File: src/rtl/drive_regs_pkg.sv
package drive_regs_pkg;

  // Word addresses of the command block.
  localparam logic [15:0] ADDR_RESERVED_COMMAND  = 16'h2400;
  localparam logic [15:0] ADDR_OPERATION_COMMAND = 16'h2401;
  localparam logic [15:0] ADDR_FREQUENCY_COMMAND = 16'h2402;
  localparam logic [15:0] ADDR_TORQUE_COMMAND    = 16'h2403;

  // Word addresses of the monitor block.
  localparam logic [15:0] ADDR_RESERVED_MONITOR  = 16'h2420;
  localparam logic [15:0] ADDR_OPERATING_STATUS  = 16'h2421;
  localparam logic [15:0] ADDR_FREQ_CMD_ECHO     = 16'h2422;
  localparam logic [15:0] ADDR_OUTPUT_FREQUENCY  = 16'h2423;
  localparam logic [15:0] ADDR_OUTPUT_CURRENT    = 16'h2424;
  localparam logic [15:0] ADDR_OUTPUT_VOLTAGE    = 16'h2425;
  localparam logic [15:0] ADDR_DC_BUS_VOLTAGE    = 16'h2426;
  localparam logic [15:0] ADDR_ALARM_CODE        = 16'h2427;
  localparam logic [15:0] ADDR_FAULT_CODE        = 16'h2428;
  localparam logic [15:0] ADDR_TERMINAL_STATUS   = 16'h2429;
  localparam logic [15:0] ADDR_ANALOG_IN_FIRST   = 16'h242a;
  localparam logic [15:0] ADDR_ANALOG_IN_SECOND  = 16'h242b;
  localparam logic [15:0] ADDR_RESERVED_ANALOG   = 16'h242c;
  localparam logic [15:0] ADDR_ANALOG_OUT_FIRST  = 16'h242d;
  localparam logic [15:0] ADDR_ANALOG_OUT_SECOND = 16'h242e;

  // Operation command field positions.
  localparam int OPC_RUN_BIT         = 0;
  localparam int OPC_REVERSE_BIT     = 1;
  localparam int OPC_EXT_FAULT_BIT   = 2;
  localparam int OPC_FAULT_RESET_BIT = 3;
  localparam int OPC_TERMINAL_LSB    = 8;
  localparam logic [15:0] OPC_WRITE_MASK = 16'hff0f;

  // Terminal status field positions.
  localparam int TST_INPUT_LSB  = 0;
  localparam int TST_RELAY1_BIT = 12;
  localparam int TST_RELAY2_BIT = 13;
  localparam int TST_DOUT3_BIT  = 14;

  // Reset values of the command words.
  localparam logic [15:0] OPERATION_COMMAND_RESET = 16'h0000;
  localparam logic [15:0] FREQUENCY_COMMAND_RESET = 16'h0000;
  localparam logic [15:0] TORQUE_COMMAND_RESET    = 16'h0000;

  // Value limits of the command and monitor words.
  localparam logic signed [15:0] TORQUE_LIMIT_POS = 16'sh4000;
  localparam logic signed [15:0] TORQUE_LIMIT_NEG = -16'sh4000;
  localparam logic [15:0]        ANALOG_IN_FULL   = 16'h03e8;
  localparam logic signed [15:0] ANALOG_OUT_POS   = 16'sh03e8;
  localparam logic signed [15:0] ANALOG_OUT_NEG   = -16'sh03e8;

  // Alarm sources, one flag per nonzero alarm code.
  localparam int ALARM_COUNT = 21;
  localparam logic [15:0] ALARM_NONE = 16'h0000;
  localparam logic [15:0] FAULT_NONE = 16'h0000;

  // Function codes and exception codes of the access port.
  localparam logic [7:0] FUNC_READ         = 8'h03;
  localparam logic [7:0] FUNC_WRITE        = 8'h06;
  localparam logic [7:0] FUNC_ERROR_FLAG   = 8'h80;
  localparam logic [7:0] EXC_NONE          = 8'h00;
  localparam logic [7:0] EXC_ILLEGAL_FUNC  = 8'h01;
  localparam logic [7:0] EXC_ILLEGAL_ADDR  = 8'h02;

endpackage

File: src/rtl/drive_command_monitor_regs.sv
`timescale 1ns/10ps

// Functional notes
// Operation word: run, reverse, fault, reset, terminals
// Command words read/write; frequency in 0.01 Hz
// Torque command signed, limited to +/-16384
// Monitor words read-only; writes change nothing
// Status bits 0-2: run, reverse, zero hold
// Status bit 3 fault, bit 4 alarm
// Status bit 5 speed agree, bit 6 ready
// Status bit 7 alternate frequency, 8 remote run
// Status bit 9 torque mode, 10 hold selected
// Output frequency and command echo, 0.01 Hz
// Output current in 0.1 A steps
// Output and bus voltage in 0.1 V
// Terminal word: inputs, relays, third output
// First analog input 0 to full scale
// Second analog input 0 to full scale
// Analog outputs span -1000 to 1000
// Alarm codes 0-10: none, deviation, external faults
// Alarm codes 11-21 for remaining alarms
// Fault code zero unless fault present
// Failed access: function with top bit, exception
// Reserved words and bits read zero, ignore writes
module drive_command_monitor_regs
  import drive_regs_pkg::*;
(
  input  wire logic                    clk_sys,
  input  wire logic                    reset_n,

  // Register access port from the serial link framer.
  input  wire logic                    req_valid,
  input  wire logic [7:0]              req_func,
  input  wire logic [15:0]             req_addr,
  input  wire logic [15:0]             req_wdata,
  output logic                         rsp_valid,
  output logic [7:0]                   rsp_func,
  output logic [15:0]                  rsp_data,
  output logic [7:0]                   rsp_exception,

  // Command outputs toward the drive core.
  output logic                         run_cmd,
  output logic                         reverse_cmd,
  output logic                         option_card_external_fault,
  output logic                         fault_reset_cmd,
  output logic [7:0]                   virtual_terminal,
  output logic [15:0]                  frequency_cmd,
  output logic signed [15:0]           torque_cmd,

  // Drive state inputs.
  input  wire logic                    motor_running,
  input  wire logic                    motor_reverse,
  input  wire logic                    zero_hold_active,
  input  wire logic                    fault_present,
  input  wire logic                    speed_agree,
  input  wire logic                    drive_ready,
  input  wire logic                    freq_from_alternate,
  input  wire logic                    run_from_remote,
  input  wire logic                    torque_mode,
  input  wire logic                    zero_hold_selected,

  // Alarm flags and the number of the active fault.
  input  wire logic [ALARM_COUNT-1:0]  alarm_flags,
  input  wire logic [15:0]             fault_code_in,

  // Measured values, already scaled by the drive core.
  input  wire logic [15:0]             output_frequency_in,
  input  wire logic [15:0]             output_current_in,
  input  wire logic [15:0]             output_voltage_in,
  input  wire logic [15:0]             dc_bus_voltage_in,

  // Terminal, relay and digital output states.
  input  wire logic [7:0]              input_terminals,
  input  wire logic                    relay_first_on,
  input  wire logic                    relay_second_on,
  input  wire logic                    digital_output_third,

  // Analog levels in display counts.
  input  wire logic [15:0]             analog_input_first,
  input  wire logic [15:0]             analog_input_second,
  input  wire logic signed [15:0]      analog_output_first,
  input  wire logic signed [15:0]      analog_output_second
);

  // Stored command words and the registered answer.
  logic [15:0]        operation_command_ff;
  logic [15:0]        frequency_command_ff;
  logic signed [15:0] torque_command_ff;
  logic               rsp_valid_ff;
  logic [7:0]         rsp_func_ff;
  logic [15:0]        rsp_data_ff;
  logic [7:0]         rsp_exception_ff;

  // Request decode.
  logic               is_read;
  logic               is_write;
  logic               addr_command;
  logic               addr_monitor;
  logic               write_ok;

  // Assembled monitor words.
  logic [15:0]        operating_status;
  logic [15:0]        terminal_status;
  logic [15:0]        alarm_code;
  logic [15:0]        fault_code;

  // Analog channels, first channel at index 0.
  logic [15:0]        ain_raw    [2];
  logic [15:0]        ain_level  [2];
  logic signed [15:0] aout_raw   [2];
  logic signed [15:0] aout_level [2];

  // Next values of the command and answer registers.
  logic signed [15:0] nxt_torque;
  logic [15:0]        nxt_rdata;
  logic [7:0]         nxt_exception;

  // Request decode: the command block spans four words, the monitor block fifteen.
  assign is_read      = (req_func == FUNC_READ);
  assign is_write     = (req_func == FUNC_WRITE);

  // Address windows; only the command block takes writes.
  assign addr_command = (req_addr >= ADDR_RESERVED_COMMAND)
                        && (req_addr <= ADDR_TORQUE_COMMAND);
  assign addr_monitor = (req_addr >= ADDR_RESERVED_MONITOR)
                        && (req_addr <= ADDR_ANALOG_OUT_SECOND);
  assign write_ok     = req_valid && is_write && addr_command;

  // Torque writes outside the rated span are held at the nearest limit.
  always_comb
  begin
    // The word is read as two's complement before the limits apply.
    nxt_torque = $signed(req_wdata);
    if (nxt_torque > TORQUE_LIMIT_POS)
    begin
      nxt_torque = TORQUE_LIMIT_POS;
    end
    else if (nxt_torque < TORQUE_LIMIT_NEG)
    begin
      nxt_torque = TORQUE_LIMIT_NEG;
    end
  end

  // Operation command word; unused bits are never stored.
  always_ff @(posedge clk_sys or negedge reset_n)
  begin
    if (!reset_n)
    begin
      operation_command_ff <= OPERATION_COMMAND_RESET;
    end
    else if (write_ok && (req_addr == ADDR_OPERATION_COMMAND))
    begin
      operation_command_ff <= req_wdata & OPC_WRITE_MASK;
    end
  end

  // Frequency command word, unsigned in hundredths of a hertz.
  // Any 16-bit value is stored as written.
  always_ff @(posedge clk_sys or negedge reset_n)
  begin
    if (!reset_n)
    begin
      frequency_command_ff <= FREQUENCY_COMMAND_RESET;
    end
    else if (write_ok && (req_addr == ADDR_FREQUENCY_COMMAND))
    begin
      frequency_command_ff <= req_wdata;
    end
  end

  // Torque command word, signed and limited.
  // A clamped value replaces the write; no refusal is sent.
  always_ff @(posedge clk_sys or negedge reset_n)
  begin
    if (!reset_n)
    begin
      torque_command_ff <= TORQUE_COMMAND_RESET;
    end
    else if (write_ok && (req_addr == ADDR_TORQUE_COMMAND))
    begin
      torque_command_ff <= nxt_torque;
    end
  end

  // Command fields toward the drive core.
  assign run_cmd                    = operation_command_ff[OPC_RUN_BIT];
  assign reverse_cmd                = operation_command_ff[OPC_REVERSE_BIT];
  assign option_card_external_fault = operation_command_ff[OPC_EXT_FAULT_BIT];
  assign fault_reset_cmd            = operation_command_ff[OPC_FAULT_RESET_BIT];
  assign virtual_terminal           = operation_command_ff[OPC_TERMINAL_LSB +: 8];

  // Whole command words as stored; torque holds the limited value.
  assign frequency_cmd              = frequency_command_ff;
  assign torque_cmd                 = torque_command_ff;

  // Operating status word; bits 11 to 15 stay zero.
  // Bit 4 summarises every alarm flag at once.
  assign operating_status = {5'h00,
                             zero_hold_selected,
                             torque_mode,
                             run_from_remote,
                             freq_from_alternate,
                             drive_ready,
                             speed_agree,
                             |alarm_flags,
                             fault_present,
                             zero_hold_active,
                             motor_reverse,
                             motor_running};

  // Terminal status word; bits 8 to 11 and 15 stay zero.
  always_comb
  begin
    terminal_status = 16'h0000;
    terminal_status[TST_INPUT_LSB +: 8] = input_terminals;
    terminal_status[TST_RELAY1_BIT]     = relay_first_on;
    terminal_status[TST_RELAY2_BIT]     = relay_second_on;
    terminal_status[TST_DOUT3_BIT]      = digital_output_third;
  end

  // Alarm code: the lowest-numbered active alarm wins.
  always_comb
  begin
    alarm_code = ALARM_NONE;
    // Scanning downward lets the lowest active flag assign last.
    for (int i = ALARM_COUNT - 1; i >= 0; i--)
    begin
      if (alarm_flags[i])
      begin
        alarm_code = 16'(i + 1);
      end
    end
  end

  // Fault code reads zero whenever no fault is flagged.
  // A stale number on the input never shows without a fault.
  assign fault_code = fault_present ? fault_code_in : FAULT_NONE;

  // Channel views of the analog pins, so that one loop serves both.
  assign ain_raw[0]  = analog_input_first;
  assign ain_raw[1]  = analog_input_second;
  assign aout_raw[0] = analog_output_first;
  assign aout_raw[1] = analog_output_second;

  // Each channel saturates on its own, so a level past the span never wraps.
  for (genvar ch = 0; ch < 2; ch++)
  begin : g_analog
    // Input levels stop at full scale.
    assign ain_level[ch]  = (ain_raw[ch] > ANALOG_IN_FULL) ? ANALOG_IN_FULL
                            : ain_raw[ch];
    // Output levels stop at both ends of the span.
    assign aout_level[ch] = (aout_raw[ch] > ANALOG_OUT_POS) ? ANALOG_OUT_POS
                            : (aout_raw[ch] < ANALOG_OUT_NEG) ? ANALOG_OUT_NEG
                            : aout_raw[ch];
  end

  // Read multiplexer; reserved words read as zero.
  // Addresses outside both blocks are refused before this value is used.
  always_comb
  begin
    case (req_addr)
      ADDR_OPERATION_COMMAND: nxt_rdata = operation_command_ff;
      ADDR_FREQUENCY_COMMAND: nxt_rdata = frequency_command_ff;
      ADDR_TORQUE_COMMAND:    nxt_rdata = torque_command_ff;
      ADDR_OPERATING_STATUS:  nxt_rdata = operating_status;
      ADDR_FREQ_CMD_ECHO:     nxt_rdata = frequency_command_ff;
      ADDR_OUTPUT_FREQUENCY:  nxt_rdata = output_frequency_in;
      ADDR_OUTPUT_CURRENT:    nxt_rdata = output_current_in;
      ADDR_OUTPUT_VOLTAGE:    nxt_rdata = output_voltage_in;
      ADDR_DC_BUS_VOLTAGE:    nxt_rdata = dc_bus_voltage_in;
      ADDR_ALARM_CODE:        nxt_rdata = alarm_code;
      ADDR_FAULT_CODE:        nxt_rdata = fault_code;
      ADDR_TERMINAL_STATUS:   nxt_rdata = terminal_status;
      ADDR_ANALOG_IN_FIRST:   nxt_rdata = ain_level[0];
      ADDR_ANALOG_IN_SECOND:  nxt_rdata = ain_level[1];
      ADDR_ANALOG_OUT_FIRST:  nxt_rdata = aout_level[0];
      ADDR_ANALOG_OUT_SECOND: nxt_rdata = aout_level[1];
      default:                nxt_rdata = 16'h0000;
    endcase
  end

  // Answer class of the request on the port; a bad function beats a bad address.
  always_comb
  begin
    nxt_exception = EXC_NONE;
    if (!is_read && !is_write)
    begin
      nxt_exception = EXC_ILLEGAL_FUNC;
    end
    else if (is_read && !(addr_command || addr_monitor))
    begin
      nxt_exception = EXC_ILLEGAL_ADDR;
    end
    else if (is_write && !addr_command)
    begin
      nxt_exception = EXC_ILLEGAL_ADDR;
    end
  end

  // Answer strobe, one cycle after each request taken.
  always_ff @(posedge clk_sys or negedge reset_n)
  begin
    if (!reset_n)
    begin
      rsp_valid_ff <= 1'b0;
    end
    else
    begin
      rsp_valid_ff <= req_valid;
    end
  end

  // Answer function: the request's code, top bit set on any refusal.
  always_ff @(posedge clk_sys or negedge reset_n)
  begin
    if (!reset_n)
    begin
      rsp_func_ff <= 8'h00;
    end
    else if (req_valid)
    begin
      rsp_func_ff <= (nxt_exception == EXC_NONE) ? req_func
                     : (req_func | FUNC_ERROR_FLAG);
    end
  end

  // Exception code, held until the next answer.
  always_ff @(posedge clk_sys or negedge reset_n)
  begin
    if (!reset_n)
    begin
      rsp_exception_ff <= EXC_NONE;
    end
    else if (req_valid)
    begin
      rsp_exception_ff <= nxt_exception;
    end
  end

  // Answer data: read word or write echo, zero on a refusal.
  always_ff @(posedge clk_sys or negedge reset_n)
  begin
    if (!reset_n)
    begin
      rsp_data_ff <= 16'h0000;
    end
    else if (req_valid)
    begin
      if (nxt_exception != EXC_NONE)
      begin
        rsp_data_ff <= 16'h0000;
      end
      else if (is_read)
      begin
        rsp_data_ff <= nxt_rdata;
      end
      else
      begin
        rsp_data_ff <= req_wdata;
      end
    end
  end

  // Answer ports come straight from their flip-flops.
  assign rsp_valid     = rsp_valid_ff;
  assign rsp_func      = rsp_func_ff;
  assign rsp_data      = rsp_data_ff;
  assign rsp_exception = rsp_exception_ff;

endmodule

File: config.mk
export PLATFORM = sky130hd
export DESIGN_NAME = drive_command_monitor_regs
export DESIGN_NICKNAME = d
export VERILOG_FILES = /design/src/rtl/drive_regs_pkg.sv /design/src/rtl/drive_command_monitor_regs.sv
export SDC_FILE = /design/constraint.sdc
export NUM_CORES = 1
export LEC_CHECK = 0
export ABC_CLOCK_PERIOD_IN_PS = 1900
export BUFFER_PORTS_ARGS = -buffer_cell sky130_fd_sc_hd__buf_2
export CAP_MARGIN = 20
export CORE_AREA = 5 5 117 119
export CTS_BUF_LIST = sky130_fd_sc_hd__clkbuf_4 sky130_fd_sc_hd__clkbuf_8 sky130_fd_sc_hd__clkbuf_16
export DETAILED_ROUTE_END_ITERATION = 10
export DIE_AREA = 0 0 122 124
export GPL_TIMING_DRIVEN = 0
export PLACE_DENSITY = 0.82
export SLEW_MARGIN = 10
export SYNTH_ARGS = -nofsm -noshare
export SYNTH_HDL_FRONTEND = slang
export SYNTH_SLANG_ARGS = --single-unit
File: constraint.sdc
create_clock -name clk_sys -period 1.9 [get_ports clk_sys]
set_input_delay 0.38 -clock clk_sys [delete_from_list [all_inputs] [get_ports clk_sys]]
set_output_delay 0.38 -clock clk_sys [all_outputs]
set_load 0.01 [all_outputs]
==> metrics.txt <==
area of the die 15100 um^2; share of layout cells above drive strength 1 53.8%; fmax 0.345 GHz; mux cell area share after synthesis 8.44%; critical path startpoint category primary input; routability cong. 0.996; Die W 122 um; Worst setup EP type flip-flop; synthesized flop and latch total 71; worst min path class in -> reg; Max-Cap Viols 0; failing checks setup timing; Worst path most repeated cell or4_4; pre-CTS setup slack -2160 ps; synthesized area 5070 um^2; CTS tree yes; Pins Over Slew Limit 0; P per Cell Area 441 nW/um^2; Setup WS post-layout -1000 ps; clk_lat worst skew 330 ps; Post-synth EDFFs 0; IO Port Bufs 299; Net count, final 1168; CTS buffer count 9; Synth Flop Type dfrtp_1; CP cell instances buf_2, or3_4, or4_4, or4_4, or4_4, a211oi_4, buf_6, a22o_1; antenna violations before repair 4; drt drc 0; Synth Area in Adders 0.493%; Setup Skew 5.21 ps; post-synthesis instance total 562; Slowest cell on crit path or4_4; Syn-to-layout area delta 69.1%; commonest non-fill, non-tap cells in the layout buf_2, dfrtp_1, buf_4; min cycle time layout 2900 ps; Max-slew headroom 47.4%; Final HPWL DP 20900 um; Yosys cell types 68; largest net degree at the start of global routing 66; first drt pass iteration count 6; Tightest Pin Transition 778 ps; Max FO, Critical Path 8; Max stage delay on crit path 630 ps; CTS clk-pin slew, worst paths 60 ps; Post-DRT Antenna Nets 0; critical path's top delay family simple AND/OR/NAND/NOR gates; initial core utilization 40.7%; Die Ht 124 um; first-pass GRT wire length 39900 um; hold slack final 267 ps; total negative slack -42550 ps; row cnt 41; Synth async-reset ratio 100%; WS Path Type in -> reg; reg2reg setup slack -120 ps; worst vdd rail ir drop 456 uV; CTS Sinks 71; dpl cells 1047; register area share after synthesis 35.0%; Final Hold Vio Count 0; GR Util All Layers 35.5%; htree depth 3; syn avg cell area 9.02 um^2; wire length per cell 25.1 um; Data arrival, critical path 3160 ps; grt total ovfl 0; Clock Path Buffers 2; CP required 2160 ps; IO Pins 306; via count 6989; RSZ-0062 raised after global routing yes; post-synthesis compound-gate area fraction 28.6%; Root Driver clkbuf_16; largest family of logic cells by synthesized area compound AO/OA/AOI/OAI gates; starting DRC count in detailed routing 730; LEAKAGE 4.17 nW; status finished, violations left; Syn. warnings 0; final worst-path cycle share 153%; post-synthesis simple-gate area fraction 22.2%; vias in the first global route 6828; core area 12500 um^2; placed inst area 6970 um^2; leading cell type in the layout, fill and taps excluded buf_2; setup violators final 62; Post-Synth XOR/XNOR Area 0.173%; non-filler cells, final 1118; design area 8580 um^2; DR vias/cell 6.25; CP bufs+invs 2; Routed WL 28100 um
state kept, by name (all words and copies together) (netlist names):
name / count
rsp_valid: 1
rsp_func: 8
rsp_exception: 2
operation_command_ff: 12
torque_cmd: 16
frequency_cmd: 16
rsp_data: 16
final cells by class:
class | instances | area, um^2
fillers | 1048 | 3890
multi-input cells | 441 | 3660
repair buffers | 365 | 2210
flip-flops and latches | 71 | 1780
plain buffers | 32 | 362
clock buffers | 10 | 239
well taps | 172 | 215
inverters | 17 | 63.8
clock inverters | 6 | 43.8
diodes | 4 | 10.0
metal layers:
metal	global-route usage (%)	up-vias	wire length, um	share of wire [%]
met5	0	-	0	0
met4	17.9	0	1420	5.1
met3	9.22	90	3050	11
met2	57.5	503	13000	46
met1	43.8	3370	10600	38
li1	-	3026	-	-
cell families after synthesis:
group,after synthesis
xor gates and xnor gates,1
DFF,71
other,1
AOI/OAI and AO/OA,195
adders and majority gates,2
muxes,38
buffers and inverters,55
and+or+nand+nor,199
Yosys cell counts, drive strengths merged (3+ instances only):
master   count  area [um^2]
inv         16         60.1
buf         15          106
mux2        38          428
clkbuf      23         86.3
nor4        30          194
nor2b        3         18.8
o21a         3         22.5
a221o        4         40.0
o221ai       5         43.8
nand2b       3         18.8
a221oi      12          105
dfrtp       71         1780
o21ai       33          165
nor4b        4         35.0
nor3        15         75.1
or2          3         18.8
o31ai        3         22.5
nand4bb      3         33.8
a22oi       39          293
nand2       37          139
a2111oi      6         52.6
nand4       10         62.6
or4b         6         60.1
nand3       14         70.1
o22ai        4         25.0
a211oi       9         80.1
a211o        3         26.3
or3          5         31.3
a22o        24          210
o2111ai      4         35.0
a222oi       6         60.1
a21oi       15         75.1
nand4b       3         26.3
a31oi       10         62.6
nor3b        5         37.5
or4          7         60.1
nor2        40          150
stage by stage:
stage | util [%] | power [mW]
CTS | 67.7 | 3.77
detailed placement | 55.9 | 2.15
finish | 68.8 | 3.78
global route | 68.8 | 3.92
floorplan | - | 1.73
global placement | 54.8 | 2.13
worst reg2reg max path, stage by stage, from the launching register on:
cell and delay [ps]:
dfrtp_1 410, a22oi_1 370, and3_1 230, o2111ai_1 120, a2111oi_2 600, o21ai_0 150
report_power, final:
part | internal [mW] | switching, mW
clock network | 0.920 | 0.651
logic | 0.303 | 0.369
registers | 1.53 | 0.00683
timing repair:
| item | 4_1_cts | 5_1_grt |
|---|---|---|
| gates resized for setup | 166 | 28 |
| pin swaps | 33 | 17 |
| hold buffers | 1 | 0 |
| setup buffers | 49 | 7 |
| setup endpoints to repair | 62 | 62 |
| gates cloned | 3 | 0 |
| endpoints found under the hold margin | 6 | 0 |
path summary, 6_finish.rpt:
path	end	cells after the start	start
min in group asynchronous	rsp_valid	2	reset_n
setup reg to reg	rsp_data[4]	5	torque_cmd[4]
hold reg to reg	rsp_exception[1]	1	rsp_exception[1]
max in group asynchronous	torque_cmd[12]	3	reset_n
setup / recovery	torque_cmd[8]	8	req_addr[7]
hold / removal	rsp_valid	1	req_valid
No activity file was read; power rests on OpenSTA's default activity.
